$ cat src/pkg/phy_regs_pkg.sv
package phy_regs_pkg;

  // Register addresses on the management interface
  localparam logic [4:0] REG_PARTNER_ABILITY = 5'h06;
  localparam logic [4:0] REG_NP_TX = 5'h07;
  localparam logic [4:0] REG_NP_RX = 5'h08;
  localparam logic [4:0] REG_RXER_CNT = 5'h15;
  localparam logic [4:0] REG_IRQ = 5'h1B;
  localparam logic [4:0] REG_CABLE = 5'h1D;
  localparam logic [4:0] REG_PHY_CTRL = 5'h1F;

  // Field positions and widths
  localparam int PA_PD_FAULT = 4;
  localparam int PA_LP_NP_ABLE = 3;
  localparam int PA_NP_ABLE = 2;
  localparam int PA_PAGE_RCVD = 1;
  localparam int PA_LP_AN_ABLE = 0;
  localparam int NP_NEXT = 15;
  localparam int NP_ACK = 14;
  localparam int NP_MSG_PAGE = 13;
  localparam int NP_ACK2 = 12;
  localparam int NP_TOGGLE = 11;
  localparam int NP_MSG_W = 11;
  localparam int IRQ_EN_LSB = 8;
  localparam int IRQ_N = 8;
  localparam int CABLE_START = 15;
  localparam int CABLE_RES_LSB = 13;
  localparam int CABLE_DIST_W = 9;
  localparam int CTRL_IRQ_LEVEL = 9;

  // Reset values, counter limit and fixed ability value
  localparam logic NP_MSG_PAGE_RST = 1'b1;
  localparam logic [NP_MSG_W-1:0] NP_MSG_RST = 11'h001;
  localparam logic [15:0] RXER_CNT_RST = 16'h0000;
  localparam logic [15:0] RXER_CNT_MAX = 16'hFFFF;
  localparam logic NP_ABLE_VALUE = 1'b1;

  // Management frame timing in management clock bits, opcodes and PHY address
  localparam logic [5:0] MDIO_PREAMBLE_BITS = 6'h20;
  localparam logic [4:0] MDIO_HDR_LAST = 5'h0C;
  localparam logic [4:0] MDIO_DATA_LAST = 5'h0F;
  localparam logic [1:0] MDIO_OP_READ = 2'h2;
  localparam logic [1:0] MDIO_OP_WRITE = 2'h1;
  localparam logic [4:0] PHY_ADDR = 5'h01;

  typedef struct packed {
    logic rd;
    logic wr;
    logic [4:0] addr;
    logic [15:0] wdata;
  } mgmt_req_t;

  // Field order matches the flag order 7..0
  typedef struct packed {
    logic jabber;
    logic rx_err;
    logic page_rcvd;
    logic pd_fault;
    logic lp_ack;
    logic link_down;
    logic remote_fault;
    logic link_up;
  } link_evt_t;

  typedef enum logic [2:0] {
    ST_PREAMBLE,
    ST_HEADER,
    ST_TA,
    ST_READ,
    ST_WRITE
  } mdio_state_t;

endpackage : phy_regs_pkg

$ cat src/mdio_frame.sv
`timescale 1ns/1ps
module mdio_frame
  import phy_regs_pkg::*;
(
  // Clock and reset
  input wire logic sys_clk_i,
  input wire logic nrst_i,
  // Management pins
  input wire logic mdc_i,
  input wire logic mdio_i,
  output logic mdio_o,
  output logic mdio_oe_o,
  // Register side
  input wire logic [15:0] rdata_i,
  output mgmt_req_t req_o
);

  logic mdc_s1, mdc_s2, mdc_q, mdio_s1, mdio_s2;
  logic rise;
  mdio_state_t state;
  logic [5:0] ones;
  logic [4:0] cnt;
  logic [11:0] hdr;
  logic [12:0] hdr_full;
  logic [15:0] sh;
  logic is_read;

  // Pin synchronisers
  always_ff @(posedge sys_clk_i) begin
    if (!nrst_i) begin
      mdc_s1 <= 1'b0;
      mdc_s2 <= 1'b0;
      mdc_q <= 1'b0;
      mdio_s1 <= 1'b1;
      mdio_s2 <= 1'b1;
    end else begin
      mdc_s1 <= mdc_i;
      mdc_s2 <= mdc_s1;
      mdc_q <= mdc_s2;
      mdio_s1 <= mdio_i;
      mdio_s2 <= mdio_s1;
    end
  end

  assign rise = mdc_s2 & ~mdc_q;
  assign hdr_full = {hdr, mdio_s2};

  // Frame sequencer
  always_ff @(posedge sys_clk_i) begin
    if (!nrst_i) begin
      state <= ST_PREAMBLE;
      ones <= 6'h00;
      cnt <= 5'h00;
      hdr <= 12'h000;
      is_read <= 1'b0;
      req_o <= '0;
    end else begin
      req_o.rd <= 1'b0;
      req_o.wr <= 1'b0;
      if (rise) begin
        unique case (state)
          ST_PREAMBLE: begin
            if (mdio_s2) begin
              if (ones != MDIO_PREAMBLE_BITS) ones <= ones + 6'h01;
            end else begin
              if (ones == MDIO_PREAMBLE_BITS) state <= ST_HEADER;
              ones <= 6'h00;
              cnt <= 5'h00;
            end
          end
          ST_HEADER: begin
            hdr <= hdr_full[11:0];
            cnt <= cnt + 5'h01;
            if (cnt == MDIO_HDR_LAST) begin
              cnt <= 5'h00;
              req_o.addr <= hdr_full[4:0];
              if (hdr_full[12] && hdr_full[9:5] == PHY_ADDR && hdr_full[11:10] == MDIO_OP_READ) begin
                req_o.rd <= 1'b1;
                is_read <= 1'b1;
                state <= ST_TA;
              end else if (hdr_full[12] && hdr_full[9:5] == PHY_ADDR && hdr_full[11:10] == MDIO_OP_WRITE) begin
                is_read <= 1'b0;
                state <= ST_TA;
              end else begin
                state <= ST_PREAMBLE;
              end
            end
          end
          ST_TA: begin
            cnt <= cnt + 5'h01;
            if (cnt != 5'h00) begin
              cnt <= 5'h00;
              state <= is_read ? ST_READ : ST_WRITE;
            end
          end
          ST_READ: begin
            cnt <= cnt + 5'h01;
            if (cnt == MDIO_DATA_LAST) state <= ST_PREAMBLE;
          end
          ST_WRITE: begin
            cnt <= cnt + 5'h01;
            if (cnt == MDIO_DATA_LAST) begin
              req_o.wr <= 1'b1;
              req_o.wdata <= {sh[14:0], mdio_s2};
              state <= ST_PREAMBLE;
            end
          end
        endcase
      end
    end
  end

  // Data shifter and pin driver
  always_ff @(posedge sys_clk_i) begin
    if (!nrst_i) begin
      sh <= 16'h0000;
      mdio_o <= 1'b0;
      mdio_oe_o <= 1'b0;
    end else if (req_o.rd) begin
      sh <= rdata_i;
    end else if (rise) begin
      if (state == ST_TA && is_read && cnt == 5'h00) begin
        mdio_oe_o <= 1'b1;
        mdio_o <= 1'b0;
      end else if ((state == ST_TA && is_read) || (state == ST_READ && cnt != MDIO_DATA_LAST)) begin
        mdio_o <= sh[15];
        sh <= {sh[14:0], 1'b0};
      end else if (state == ST_READ) begin
        mdio_oe_o <= 1'b0;
        mdio_o <= 1'b0;
      end else if (state == ST_WRITE) begin
        sh <= {sh[14:0], mdio_s2};
      end
    end
  end

endmodule : mdio_frame

$ cat src/phy_nextpage_irq_cabletest_regs.sv
`timescale 1ns/1ps
module phy_nextpage_irq_cabletest_regs
  import phy_regs_pkg::*;
(
  // Clock and reset
  input wire logic sys_clk_i,
  input wire logic nrst_i,
  // Management pins
  input wire logic mdc_i,
  input wire logic mdio_i,
  output logic mdio_o,
  output logic mdio_oe_o,
  // Auto-negotiation status
  input wire logic partner_np_able_i,
  input wire logic partner_an_able_i,
  input wire logic [15:0] partner_np_word_i,
  input wire logic np_sent_i,
  output logic [15:0] np_tx_word_o,
  // Link events
  input wire link_evt_t link_evt_i,
  // Interrupt pin
  output logic irq_o,
  // Cable diagnostic
  input wire logic cable_done_i,
  input wire logic [1:0] cable_result_i,
  input wire logic [CABLE_DIST_W-1:0] cable_dist_i,
  output logic cable_start_o
);

  mgmt_req_t req;
  logic [15:0] rdata;
  logic rd_pa, rd_irq, wr_np, wr_irq, wr_cable, wr_ctrl;
  logic pd_fault, page_rcvd;
  logic np_next, np_msg_page, np_ack2, tx_toggle;
  logic [NP_MSG_W-1:0] np_msg;
  logic [15:0] rx_np;
  logic [15:0] rxer_cnt;
  logic [IRQ_N-1:0] irq_en, irq_flag, evt;
  logic irq_level, irq_active;
  logic cable_busy;
  logic [1:0] cable_result;
  logic [CABLE_DIST_W-1:0] cable_dist;
  link_evt_t flag_view;

  mdio_frame u_mdio_frame (
    .sys_clk_i(sys_clk_i),
    .nrst_i(nrst_i),
    .mdc_i(mdc_i),
    .mdio_i(mdio_i),
    .mdio_o(mdio_o),
    .mdio_oe_o(mdio_oe_o),
    .rdata_i(rdata),
    .req_o(req)
  );

  assign rd_pa = req.rd && req.addr == REG_PARTNER_ABILITY;
  assign rd_irq = req.rd && req.addr == REG_IRQ;
  assign wr_np = req.wr && req.addr == REG_NP_TX;
  assign wr_irq = req.wr && req.addr == REG_IRQ;
  assign wr_cable = req.wr && req.addr == REG_CABLE;
  assign wr_ctrl = req.wr && req.addr == REG_PHY_CTRL;
  assign evt = link_evt_i;
  assign irq_active = |(irq_flag & irq_en);
  assign flag_view = irq_flag;

  // Latching-high status, event wins over read clear
  always_ff @(posedge sys_clk_i) begin
    if (!nrst_i) begin
      pd_fault <= 1'b0;
      page_rcvd <= 1'b0;
    end else begin
      pd_fault <= link_evt_i.pd_fault | (pd_fault & ~rd_pa);
      page_rcvd <= link_evt_i.page_rcvd | (page_rcvd & ~rd_pa);
    end
  end

  // Transmit next page register
  always_ff @(posedge sys_clk_i) begin
    if (!nrst_i) begin
      np_next <= 1'b0;
      np_msg_page <= NP_MSG_PAGE_RST;
      np_ack2 <= 1'b0;
      np_msg <= NP_MSG_RST;
    end else if (wr_np) begin
      np_next <= req.wdata[NP_NEXT];
      np_msg_page <= req.wdata[NP_MSG_PAGE];
      np_ack2 <= req.wdata[NP_ACK2];
      np_msg <= req.wdata[NP_MSG_W-1:0];
    end
  end

  // Toggle, opposite to that of the previously sent page
  always_ff @(posedge sys_clk_i) begin
    if (!nrst_i) begin
      tx_toggle <= 1'b0;
    end else if (np_sent_i) begin
      tx_toggle <= ~tx_toggle;
    end
  end

  assign np_tx_word_o = {np_next, 1'b0, np_msg_page, np_ack2, tx_toggle, np_msg};

  // Received partner next page, captured with each page
  always_ff @(posedge sys_clk_i) begin
    if (!nrst_i) begin
      rx_np <= 16'h0000;
    end else if (link_evt_i.page_rcvd) begin
      rx_np <= partner_np_word_i;
    end
  end

  // Receive error counter, saturating
  always_ff @(posedge sys_clk_i) begin
    if (!nrst_i) begin
      rxer_cnt <= RXER_CNT_RST;
    end else if (link_evt_i.rx_err && rxer_cnt != RXER_CNT_MAX) begin
      rxer_cnt <= rxer_cnt + 16'h0001;
    end
  end

  // Interrupt enables and level
  always_ff @(posedge sys_clk_i) begin
    if (!nrst_i) begin
      irq_en <= '0;
      irq_level <= 1'b0;
    end else begin
      if (wr_irq) irq_en <= req.wdata[IRQ_EN_LSB +: IRQ_N];
      if (wr_ctrl) irq_level <= req.wdata[CTRL_IRQ_LEVEL];
    end
  end

  // Event flags, set wins over read clear
  genvar k;
  generate
    for (k = 0; k < IRQ_N; k++) begin : g_flag
      always_ff @(posedge sys_clk_i) begin
        if (!nrst_i) begin
          irq_flag[k] <= 1'b0;
        end else begin
          irq_flag[k] <= evt[k] | (irq_flag[k] & ~rd_irq);
        end
      end
    end
  endgenerate

  // Interrupt pin with selectable polarity
  always_ff @(posedge sys_clk_i) begin
    if (!nrst_i) begin
      irq_o <= 1'b1;
    end else begin
      irq_o <= irq_level ? irq_active : ~irq_active;
    end
  end

  // Cable diagnostic control
  always_ff @(posedge sys_clk_i) begin
    if (!nrst_i) begin
      cable_busy <= 1'b0;
      cable_start_o <= 1'b0;
      cable_result <= 2'h0;
      cable_dist <= '0;
    end else begin
      cable_start_o <= 1'b0;
      if (cable_done_i) begin
        cable_busy <= 1'b0;
        cable_result <= cable_result_i;
        cable_dist <= cable_dist_i;
      end
      if (wr_cable && req.wdata[CABLE_START] && !cable_busy) begin
        cable_busy <= 1'b1;
        cable_start_o <= 1'b1;
      end
    end
  end

  // Read data
  always_comb begin
    rdata = 16'h0000;
    unique case (req.addr)
      REG_PARTNER_ABILITY: begin
        rdata[PA_PD_FAULT] = pd_fault;
        rdata[PA_LP_NP_ABLE] = partner_np_able_i;
        rdata[PA_NP_ABLE] = NP_ABLE_VALUE;
        rdata[PA_PAGE_RCVD] = page_rcvd;
        rdata[PA_LP_AN_ABLE] = partner_an_able_i;
      end
      REG_NP_TX: rdata = np_tx_word_o;
      REG_NP_RX: rdata = rx_np;
      REG_RXER_CNT: rdata = rxer_cnt;
      REG_IRQ: rdata = {irq_en, irq_flag};
      REG_CABLE: begin
        rdata[CABLE_START] = cable_busy;
        rdata[CABLE_RES_LSB +: 2] = cable_result;
        rdata[CABLE_DIST_W-1:0] = cable_dist;
      end
      REG_PHY_CTRL: rdata[CTRL_IRQ_LEVEL] = irq_level;
      default: rdata = 16'h0000;
    endcase
  end

  // Checks
  property p_pd_fault_hold;
    @(posedge sys_clk_i) disable iff (!nrst_i)
      link_evt_i.pd_fault ##1 (!rd_pa) [*2] |=> pd_fault;
  endproperty
  a_pd_fault_hold: assert property (p_pd_fault_hold) else $error("fault bit lost");

  property p_pa_read_clear;
    @(posedge sys_clk_i) disable iff (!nrst_i)
      rd_pa && !link_evt_i.page_rcvd && !link_evt_i.pd_fault |=> !page_rcvd && !pd_fault;
  endproperty
  a_pa_read_clear: assert property (p_pa_read_clear) else $error("latched bits not cleared");

  property p_np_able;
    @(posedge sys_clk_i) disable iff (!nrst_i)
      req.addr == REG_PARTNER_ABILITY |-> rdata[PA_NP_ABLE] && rdata[15:5] == 11'h000;
  endproperty
  a_np_able: assert property (p_np_able) else $error("next page able not 1");

  property p_np_write;
    @(posedge sys_clk_i) disable iff (!nrst_i)
      wr_np |=> np_tx_word_o[NP_NEXT] == $past(req.wdata[NP_NEXT])
        && np_tx_word_o[NP_MSG_W-1:0] == $past(req.wdata[NP_MSG_W-1:0]) && !np_tx_word_o[NP_ACK];
  endproperty
  a_np_write: assert property (p_np_write) else $error("next page write lost");

  property p_toggle;
    @(posedge sys_clk_i) disable iff (!nrst_i)
      np_sent_i |=> tx_toggle != $past(tx_toggle);
  endproperty
  a_toggle: assert property (p_toggle) else $error("toggle not flipped");

  property p_rx_page;
    @(posedge sys_clk_i) disable iff (!nrst_i)
      link_evt_i.page_rcvd ##1 !link_evt_i.page_rcvd |-> rx_np == $past(partner_np_word_i);
  endproperty
  a_rx_page: assert property (p_rx_page) else $error("partner page not captured");

  property p_rxer;
    @(posedge sys_clk_i) disable iff (!nrst_i)
      link_evt_i.rx_err && rxer_cnt != RXER_CNT_MAX |=> rxer_cnt == $past(rxer_cnt) + 16'h0001;
  endproperty
  a_rxer: assert property (p_rxer) else $error("error counter missed");

  property p_flag_set;
    @(posedge sys_clk_i) disable iff (!nrst_i)
      evt != '0 |=> (irq_flag & $past(evt)) == $past(evt);
  endproperty
  a_flag_set: assert property (p_flag_set) else $error("event flag not set");

  property p_flag_clear;
    @(posedge sys_clk_i) disable iff (!nrst_i)
      rd_irq && evt == '0 |=> irq_flag == '0;
  endproperty
  a_flag_clear: assert property (p_flag_clear) else $error("flags not cleared by read");

  property p_irq_pin;
    @(posedge sys_clk_i) disable iff (!nrst_i)
      irq_active && irq_level ##1 irq_active && irq_level |=> irq_o ##1 (!irq_active && irq_level) [*2] |=> !irq_o;
  endproperty
  a_irq_pin: assert property (p_irq_pin) else $error("interrupt pin wrong");

  property p_irq_low;
    @(posedge sys_clk_i) disable iff (!nrst_i)
      (!irq_level && !irq_active) [*2] |-> irq_o;
  endproperty
  a_irq_low: assert property (p_irq_low) else $error("idle active-low pin not high");

  property p_cable_start;
    @(posedge sys_clk_i) disable iff (!nrst_i)
      wr_cable && req.wdata[CABLE_START] && !cable_busy |=> cable_start_o && cable_busy ##1 !cable_start_o;
  endproperty
  a_cable_start: assert property (p_cable_start) else $error("cable test not started");

  property p_cable_done;
    @(posedge sys_clk_i) disable iff (!nrst_i)
      cable_done_i && !wr_cable |=> !cable_busy && cable_result == $past(cable_result_i)
        && cable_dist == $past(cable_dist_i);
  endproperty
  a_cable_done: assert property (p_cable_done) else $error("cable result not captured");

  property p_np_fields;
    @(posedge sys_clk_i) disable iff (!nrst_i)
      wr_np |=> np_tx_word_o[NP_MSG_PAGE] == $past(req.wdata[NP_MSG_PAGE])
        && np_tx_word_o[NP_ACK2] == $past(req.wdata[NP_ACK2]);
  endproperty
  a_np_fields: assert property (p_np_fields) else $error("page type or second acknowledge lost");

  property p_np_hold;
    @(posedge sys_clk_i) disable iff (!nrst_i)
      !wr_np |=> $stable(np_msg);
  endproperty
  a_np_hold: assert property (p_np_hold) else $error("message field changed without write");

  property p_rxer_hold;
    @(posedge sys_clk_i) disable iff (!nrst_i)
      !link_evt_i.rx_err |=> $stable(rxer_cnt);
  endproperty
  a_rxer_hold: assert property (p_rxer_hold) else $error("error counter moved without error");

  property p_en_write;
    @(posedge sys_clk_i) disable iff (!nrst_i)
      wr_irq |=> irq_en == $past(req.wdata[IRQ_EN_LSB +: IRQ_N]);
  endproperty
  a_en_write: assert property (p_en_write) else $error("interrupt enables not written");

  property p_link_down;
    @(posedge sys_clk_i) disable iff (!nrst_i)
      link_evt_i.link_down |=> flag_view.link_down;
  endproperty
  a_link_down: assert property (p_link_down) else $error("link down flag not set");

  property p_cable_busy;
    @(posedge sys_clk_i) disable iff (!nrst_i)
      cable_busy && !cable_done_i |=> cable_busy;
  endproperty
  a_cable_busy: assert property (p_cable_busy) else $error("test start bit cleared early");

  c_irq_read: cover property (@(posedge sys_clk_i) disable iff (!nrst_i) irq_active ##[1:50] rd_irq);
  c_np_write: cover property (@(posedge sys_clk_i) disable iff (!nrst_i) wr_np);
  c_cable: cover property (@(posedge sys_clk_i) disable iff (!nrst_i) cable_start_o ##[1:200] cable_done_i);
  c_rxer: cover property (@(posedge sys_clk_i) disable iff (!nrst_i) link_evt_i.rx_err ##1 rxer_cnt != RXER_CNT_RST);
  c_pa_read: cover property (@(posedge sys_clk_i) disable iff (!nrst_i) rd_pa && (pd_fault || page_rcvd));

endmodule : phy_nextpage_irq_cabletest_regs

$ cat config.mk
export PLATFORM = sky130hd
export DESIGN_NAME = phy_nextpage_irq_cabletest_regs
export DESIGN_NICKNAME = d
export VERILOG_FILES = /design/src/pkg/phy_regs_pkg.sv /design/src/mdio_frame.sv /design/src/phy_nextpage_irq_cabletest_regs.sv
export SDC_FILE = /design/constraint.sdc
export NUM_CORES = 1
export LEC_CHECK = 0
export BUFFER_PORTS_ARGS = -buffer_cell sky130_fd_sc_hd__buf_4
export CAP_MARGIN = 40
export CORE_ASPECT_RATIO = 0.6
export CORE_MARGIN = 8
export CORE_UTILIZATION = 45
export CTS_BUF_LIST = sky130_fd_sc_hd__clkbuf_2
export DETAILED_ROUTE_END_ITERATION = 8
export PLACE_DENSITY_LB_ADDON = 0.12
export REMOVE_ABC_BUFFERS = 1
export SETUP_SLACK_MARGIN = 0.2
export SLEW_MARGIN = 20
export SYNTH_ARGS = -nofsm -noshare
export SYNTH_HDL_FRONTEND = slang
export SYNTH_HIERARCHICAL = 1
export SYNTH_SLANG_ARGS = --single-unit
$ cat constraint.sdc
create_clock -name sys_clk_i -period 2.4 [get_ports sys_clk_i]
set_input_delay 0.6 -clock sys_clk_i [delete_from_list [all_inputs] [get_ports sys_clk_i]]
set_output_delay 0.6 -clock sys_clk_i [all_outputs]
set_load 0.02 [all_outputs]
==> run summary, run 1 <==
status: finished clean
routed wire length: 19,300 um
delay-heaviest family, CP: simple AND/OR/NAND/NOR gates
DRC: 0
clk sinks: 153
Power Dens Cells: 563 mW/mm2
Relative slew margins: 55.4%
crit-path max FO: 8
max frequency: 471 MHz
largest net degree at the start of global routing: 29
antenna-violating nets left: 0
CTS tree: built
top post-synthesis cells by area: dfxtp_1, mux2i_1, nand2_1
final hold slack: 0.113 ns
worst hold path class: input port to register
Die Ht: 111 um
Synth Instances: 749
sequential share of the synthesized area: 45.5%
Synth cell types: 69
Reg2Reg Depth: 9
GR Util All Layers: 19.5%
Yosys top cell by area: dfxtp_1
Post-DP HPWL: 14,000 um
CP cell instances: ha_1, and3_4, ha_4, and4bb_2, a211oi_4, nor3_2, nor3_4, buf_6, o2bb2ai_1
share of cells above drive strength 1: 18.7%
hold buffers post-CTS: 0
num rows: 34
arrival time at the worst endpoint: 2.72 ns
Netlist Area Pre-Place: 0.00674 mm2
PortBufs: 61
max_cap viols: 0
WP data required: 3.00 ns
post-synthesis sequential element count: 153
EDFF count, synth: 0
main flop type after synthesis: dfxtp_1
wire length per cell: 18.8 um
Via Count: 5,902
cell with the largest stage delay on the worst path: dfxtp_2
R2R setup slack: 0.28 ns
skew final: 0.0389 ns
crit path from: u_mdio_frame/cnt[1]
Setup-failing EPs final: 0
RSZ-0062 raised after global routing: true
Pleak: 2.84 nW
Die ar.: 0.0193 mm2
vias in the first global route: 5,499
Worst-path clk slew: 0.21 ns
Bufs on Longest Clock Path: 2
via density per instance: 5.75
pre-CTS setup slack: -0.0453 ns
fin cells: 1,026
grt ovf: 0
RR Startpoint: u_mdio_frame/cnt[1]
mean post-synth cell area: 8.99 um2
Core ar.: 0.0145 mm2
net count reported at finish: 863
Final TNS setup: 0 ns
Setup crit end: u_mdio_frame/sh[12]
slew at the pin with the worst max-slew slack: 0.664 ns
share of Yosys cell area claimed by the top area cell type: 45.5%
clk_lat worst skew: 0.68 ns
WS Path Type: register to register
Die X: 174 um
Layout area overhead: 15.2%
Num CTS Buffers: 17
Tcrit/Tclk final: 88.4%
Buf+Inv Stages, Crit Path: 1
Setup crit start kind: register
First-pass DRT Iterations: 8
CP Depth: 9
Root Driver: clkbuf_2
shortest period the worst path allows: 2.12 ns
worst setup margin: 0.279 ns
first-pass GRT wire length: 30,600 um
YS warnings: 6
worst vdd ir: 286 uV
# IOs: 63
number of DRC markers in iteration 0: 642
slowest stage delay, CP: 0.40 ns
Max Slew Vio Count: 0
htree depth: 4
initial antenna violation count: 1
Initial Utilization: 46.3%
Final GP Congestion: 0.912
Post-synth ARST share: 0%
CP Capture Type: register
Final Hold Fails: 0
Placed Instances: 990
r2r endpoint: u_mdio_frame/sh[12]
kinds of logic after synthesis:
family / count (synthesis) / synth area share [%]
compound gates: 174 / 17.6
xor+xnor: 9 / 1.17
fa+ha+maj: 6 / 1.11
buf+inv: 65 / 4.25
flops: 153 / 45.5
mux: 56 / 8.36
other cells: 1 / 0.0557
simple gates: 285 / 21.9
synthesized netlist by cell type (all sizes together) (3+ instances only):
cell type,instances
nand3b,5
ha,6
dfxtp,153
nor2b,4
o2bb2ai,15
nor2,76
nand4,10
buf,23
nor4b,5
a22oi,50
or3,3
mux2i,54
and2,7
and3,3
o21ai,11
nor3,9
a21oi,62
a222oi,6
nand2b,12
xor2,7
o31ai,3
or4,4
inv,17
and4bb,3
clkbuf,25
o211ai,4
a31oi,4
a21boi,3
nor4,7
nand3,23
and4,3
nand2,103
o41ai,3
layer usage:
layer / wire length, um / vias up / track usage [%]
met5: 0 / - / 0
met4: 158 / 0 / 4.20
met3: 1810 / 19 / 5.75
met2: 7580 / 238 / 25.8
met1: 9780 / 2818 / 29.9
li1: - / 2827 / -
sequential cells by signal (all words and copies together) (netlist names), 6 cells and up:
name	flops
rxer_cnt	16
irq_en	8
np_msg	11
u_mdio_frame/hdr	12
u_mdio_frame/sh	16
u_mdio_frame/ones	6
flag_view	8
rx_np	16
cable_dist	9
u_mdio_frame/req_o	23
through the flow:
stage | cell area (um2) | total power [W] | util, %
final | 7760 | 0.00437 | 53.3
after global routing | 7760 | 0.00455 | 53.3
after CTS | 7720 | 0.00440 | 53.1
after detailed placement | 7440 | 0.00292 | 51.2
after global placement | 7440 | 0.00292 | 51.2
after floorplan | 6510 | 0.00278 | -
cell usage in the layout (no fill, tap or decap), types with 5 or more instances in the layout:
master and n:
ha_1 5, a22oi_1 50, nand2b_1 12, mux2i_1 54, clkbuf_2 18, nand4_1 8
nand3b_1 5, nor2_1 75, nand3_1 22, a21oi_1 62, nor3_1 6, o2bb2ai_1 15
xor2_1 7, o21ai_0 11, inv_1 15, nand2_1 103, and2_1 6, dfxtp_1 149
buf_4 90, a222oi_1 6
area by class of cell:
type	instances	area, um2
flip-flops and latches	153	3070
multi-input cells	531	3410
inverters	17	63.8
clock inverters	14	155
well taps	198	248
clock buffers	18	90.1
repair buffers	94	723
diodes	1	2.50
fillers	1360	6790
what timing repair did:
item | in CTS | in global routing
gates resized for setup | 3 | 10
gates cloned | 0 | 1
hold endpoints to repair | 0 | 0
setup buffers | 1 | 0
setup endpoints to repair | 15 | 17
pin swaps | 2 | 1
how the worst min path moves through the flow:
stage | start | to | cells past startpoint
final | mdio_i | u_mdio_frame/mdio_s1 | 2
after global routing | mdio_i | u_mdio_frame/mdio_s1 | 2
after CTS | mdio_i | u_mdio_frame/mdio_s1 | 2
after detailed placement | u_mdio_frame/mdio_s1 | u_mdio_frame/mdio_s2 | 1
after global placement | u_mdio_frame/mdio_s1 | u_mdio_frame/mdio_s2 | 1
after floorplan | u_mdio_frame/mdio_s1 | u_mdio_frame/mdio_s2 | 1
worst reg2reg max path, stage by stage, from the launching register on:
cell       delay [ns]
dfxtp_2          0.40
ha_1             0.18
and3_4           0.20
ha_4             0.16
and4bb_2         0.28
a211oi_4         0.26
nor3_2           0.11
nor3_4           0.18
buf_6            0.17
o2bb2ai_1        0.12
report_power, final:
group          switching (W)  total [W]  internal (W)
registers          0.0000475    0.00264       0.00260
clock network       0.000924    0.00149      0.000569
logic               0.000126   0.000236      0.000111
total                0.00110    0.00437       0.00328
Note: power is estimated with default switching activity, not from simulation.
==> inputs of run 2 (changes only) <==
--- a/config.mk
+++ b/config.mk
@@ -5,13 +5,13 @@
 export SDC_FILE = /design/constraint.sdc
 export NUM_CORES = 1
 export LEC_CHECK = 0
-export BUFFER_PORTS_ARGS = -buffer_cell sky130_fd_sc_hd__buf_4
 export CAP_MARGIN = 40
 export CORE_ASPECT_RATIO = 0.6
 export CORE_MARGIN = 8
 export CORE_UTILIZATION = 45
 export CTS_BUF_LIST = sky130_fd_sc_hd__clkbuf_2
 export DETAILED_ROUTE_END_ITERATION = 8
+export DONT_BUFFER_PORTS = 1
 export PLACE_DENSITY_LB_ADDON = 0.12
 export REMOVE_ABC_BUFFERS = 1
 export SETUP_SLACK_MARGIN = 0.2
==> run 2 against run 1 <==
Against the previous run:
- combinational power up 2%
- via count rose by 1.5%
- clock skew grew 0.0018 ns
- first-iteration DRC count up 17%
- core utilization increased by 0.21 points
- critical path depth increased by 1
- wire length up 7.2%
- sequential share of layout area fell by 0.15 points
- cell area increased by 0.39%
- non-clock buffer count shrank 13
- global-route usage up 1.1 points
- register-to-register slack lost 0.06 ns
- largest cell class unchanged
==> run summary, run 2 (synthesis gave the netlist of run 1 again) <==
status: finished clean
Pleak: 2.73 nW (-3.9%)
WS Path Type: register to register
Core ar.: 0.0145 mm2 (unchanged)
max reg flops: 23 (unchanged)
shortest period the worst path allows: 2.18 ns (+0.0610 ns)
crit-path max FO: 8 (unchanged)
Design Power: 0.00435 W (-0.52%)
net count reported at finish: 850 (-1.5%)
Initial Utilization: 46.3% (unchanged)
CTS tree: built
number of DRC markers in iteration 0: 750 (+17%)
clk sinks: 153 (unchanged)
max frequency: 458 MHz (-2.8%)
max_cap viols: 0 (unchanged)
arrival time at the worst endpoint: 2.81 ns (+0.09 ns)
slew at the pin with the worst max-slew slack: 0.925 ns (+0.261 ns)
wire length per cell: 20.5 um (+8.6%)
Die ar.: 0.0193 mm2 (unchanged)
Root Driver: clkbuf_2
Layout area overhead: 15.7%
grt ovf: 0 (unchanged)
PortBufs: 0 (-100%)
via density per instance: 5.91 (+2.8%)
# IOs: 63 (unchanged)
R2R setup slack: 0.22 ns (-0.06 ns)
antenna-violating nets left: 0 (unchanged)
final hold slack: 0.0757 ns (-0.0369 ns)
routed wire length: 20,700 um (+7.2%)
Die Ht: 111 um (unchanged)
hold depth: 2 (unchanged)
share of cells above drive strength 1: 12.2% (-6.6 points)
CP Capture Type: register
Final Hold Fails: 0 (unchanged)
pre-CTS setup slack: -0.0757 ns (-0.0303 ns)
Die X: 174 um (unchanged)
Placed Instances: 925 (-6.6%)
Largest Register: u_mdio_frame/req_o
Setup-failing EPs final: 0 (unchanged)
largest net degree at the start of global routing: 47 (+62%)
first-pass GRT wire length: 31,500 um (+3.1%)
Max Slew Vio Count: 0 (unchanged)
WP data required: 3.03 ns (+0.03 ns)
Worst-path clk slew: 0.23 ns (+0.02 ns)
worst vdd ir: 313 uV (+9.2%)
Bufs on Longest Clock Path: 2 (unchanged)
Via Count: 5,989 (+1.5%)
RSZ-0062 raised after global routing: true
r2r endpoint: u_mdio_frame/sh[15]
Worst Hold Launch: link_evt_i[5]
Relative slew margins: 38.1% (-17 points)
skew final: 0.0406 ns (+0.00180 ns)
worst setup margin: 0.218 ns (-0.0610 ns)
commonest non-fill, non-tap cell in the layout: dfxtp_1
Tcrit/Tclk final: 90.9% (+2.5 points)
DRC: 0 (unchanged)
Power Dens Cells: 558 mW/mm2 (-0.91%)
Hold Path Sink: rx_np[1]
vias in the first global route: 5,399 (-1.8%)
fillers: 1,354 (-0.44%)
most frequent cells in the layout: dfxtp_1, nand2_1, nor2_1, a21oi_1, mux2i_1
Setup crit start kind: register
clk_lat worst skew: 0.71 ns (+0.03 ns)
First-pass DRT Iterations: 5 (-3)
Reg2Reg Depth: 10 (+1)
Post-DP HPWL: 14,100 um (+0.36%)
htree depth: 4 (unchanged)
Final TNS setup: 0 ns (unchanged)
num rows: 34 (unchanged)
fin cells: 1,013 (-1.3%)
RR Startpoint: u_mdio_frame/cnt[0]
GR Util All Layers: 20.6% (+1.1 points)
worst hold path class: input port to register
Num CTS Buffers: 17 (unchanged)
initial antenna violation count: 1 (unchanged)
Final GP Congestion: 0.879 (-3.6%)
run 2: how the worst max path moves through the flow:
stage,start,to,slack (ns),depth (start not counted)
after floorplan,u_mdio_frame/req_o[20],u_mdio_frame/sh[13],0.27,6
after global placement,u_mdio_frame/cnt[0],u_mdio_frame/sh[7],0.03,8
after detailed placement,u_mdio_frame/cnt[0],u_mdio_frame/sh[15],-0.08,8
final,u_mdio_frame/cnt[0],u_mdio_frame/sh[15],0.22,10
after global routing,u_mdio_frame/cnt[0],u_mdio_frame/sh[7],0.12,10
after CTS,u_mdio_frame/cnt[1],u_mdio_frame/sh[15],0.22,9
run 2: where the power goes:
part | switching (W) | leakage [nW] | total, W | internal, W
Combinational | 0.000124 | 1.34 | 0.000240 | 0.000116
Sequential | 0.0000555 | 1.24 | 0.00265 | 0.00260
Clock | 0.000969 | 0.142 | 0.00146 | 0.000489
Total | 0.00115 | 2.73 | 0.00435 | 0.00320
run 2: stage by stage:
step / utilization (%) / area [um2]
after floorplan: - / 6510
after global placement: 47.8 / 6950
after detailed placement: 47.9 / 6970
after CTS: 51.6 / 7510
after global routing: 53.6 / 7790
final: 53.6 / 7790
run 2: critical path: stages, from the launching register on:
cell and delay [ns]:
dfxtp_2 0.38, ha_2 0.18, and3_4 0.18, ha_4 0.16, and4bb_2 0.34, a211oi_4 0.06, buf_4 0.17, nor4_4 0.19
buf_6 0.19, a22oi_1 0.08, o2bb2ai_1 0.16
run 2: per-layer routing:
layer / vias up / part of all wire, % / GRT usage (%)
met5: - / 0 / 0
met4: 0 / 0.71 / 4.03
met3: 13 / 10 / 7.18
met2: 293 / 39 / 26.9
met1: 2896 / 50 / 31.2
li1: 2787 / - / -
run 2: what timing repair did:
action / CTS / global route
resized for setup: 6 / 8
hold endpoints to repair: 40 / 21
setup endpoints to repair: 15 / 17
gates cloned: 0 / 1
pin swaps: 1 / 8
hold buffers: 27 / 20
buffers inserted: 2 / 4
run 2: cell type report:
cell class              instances  area, um2  area share [%]
repair buffers                 81        742            9.52
inverters                      17       63.8           0.819
clock buffers                  18       90.1            1.16
diodes                          1       2.50          0.0321
well taps                     198        248            3.18
flip-flops and latches        153       3070            39.4
clock inverters                14        149            1.91
multi-input cells             531       3430            44.0
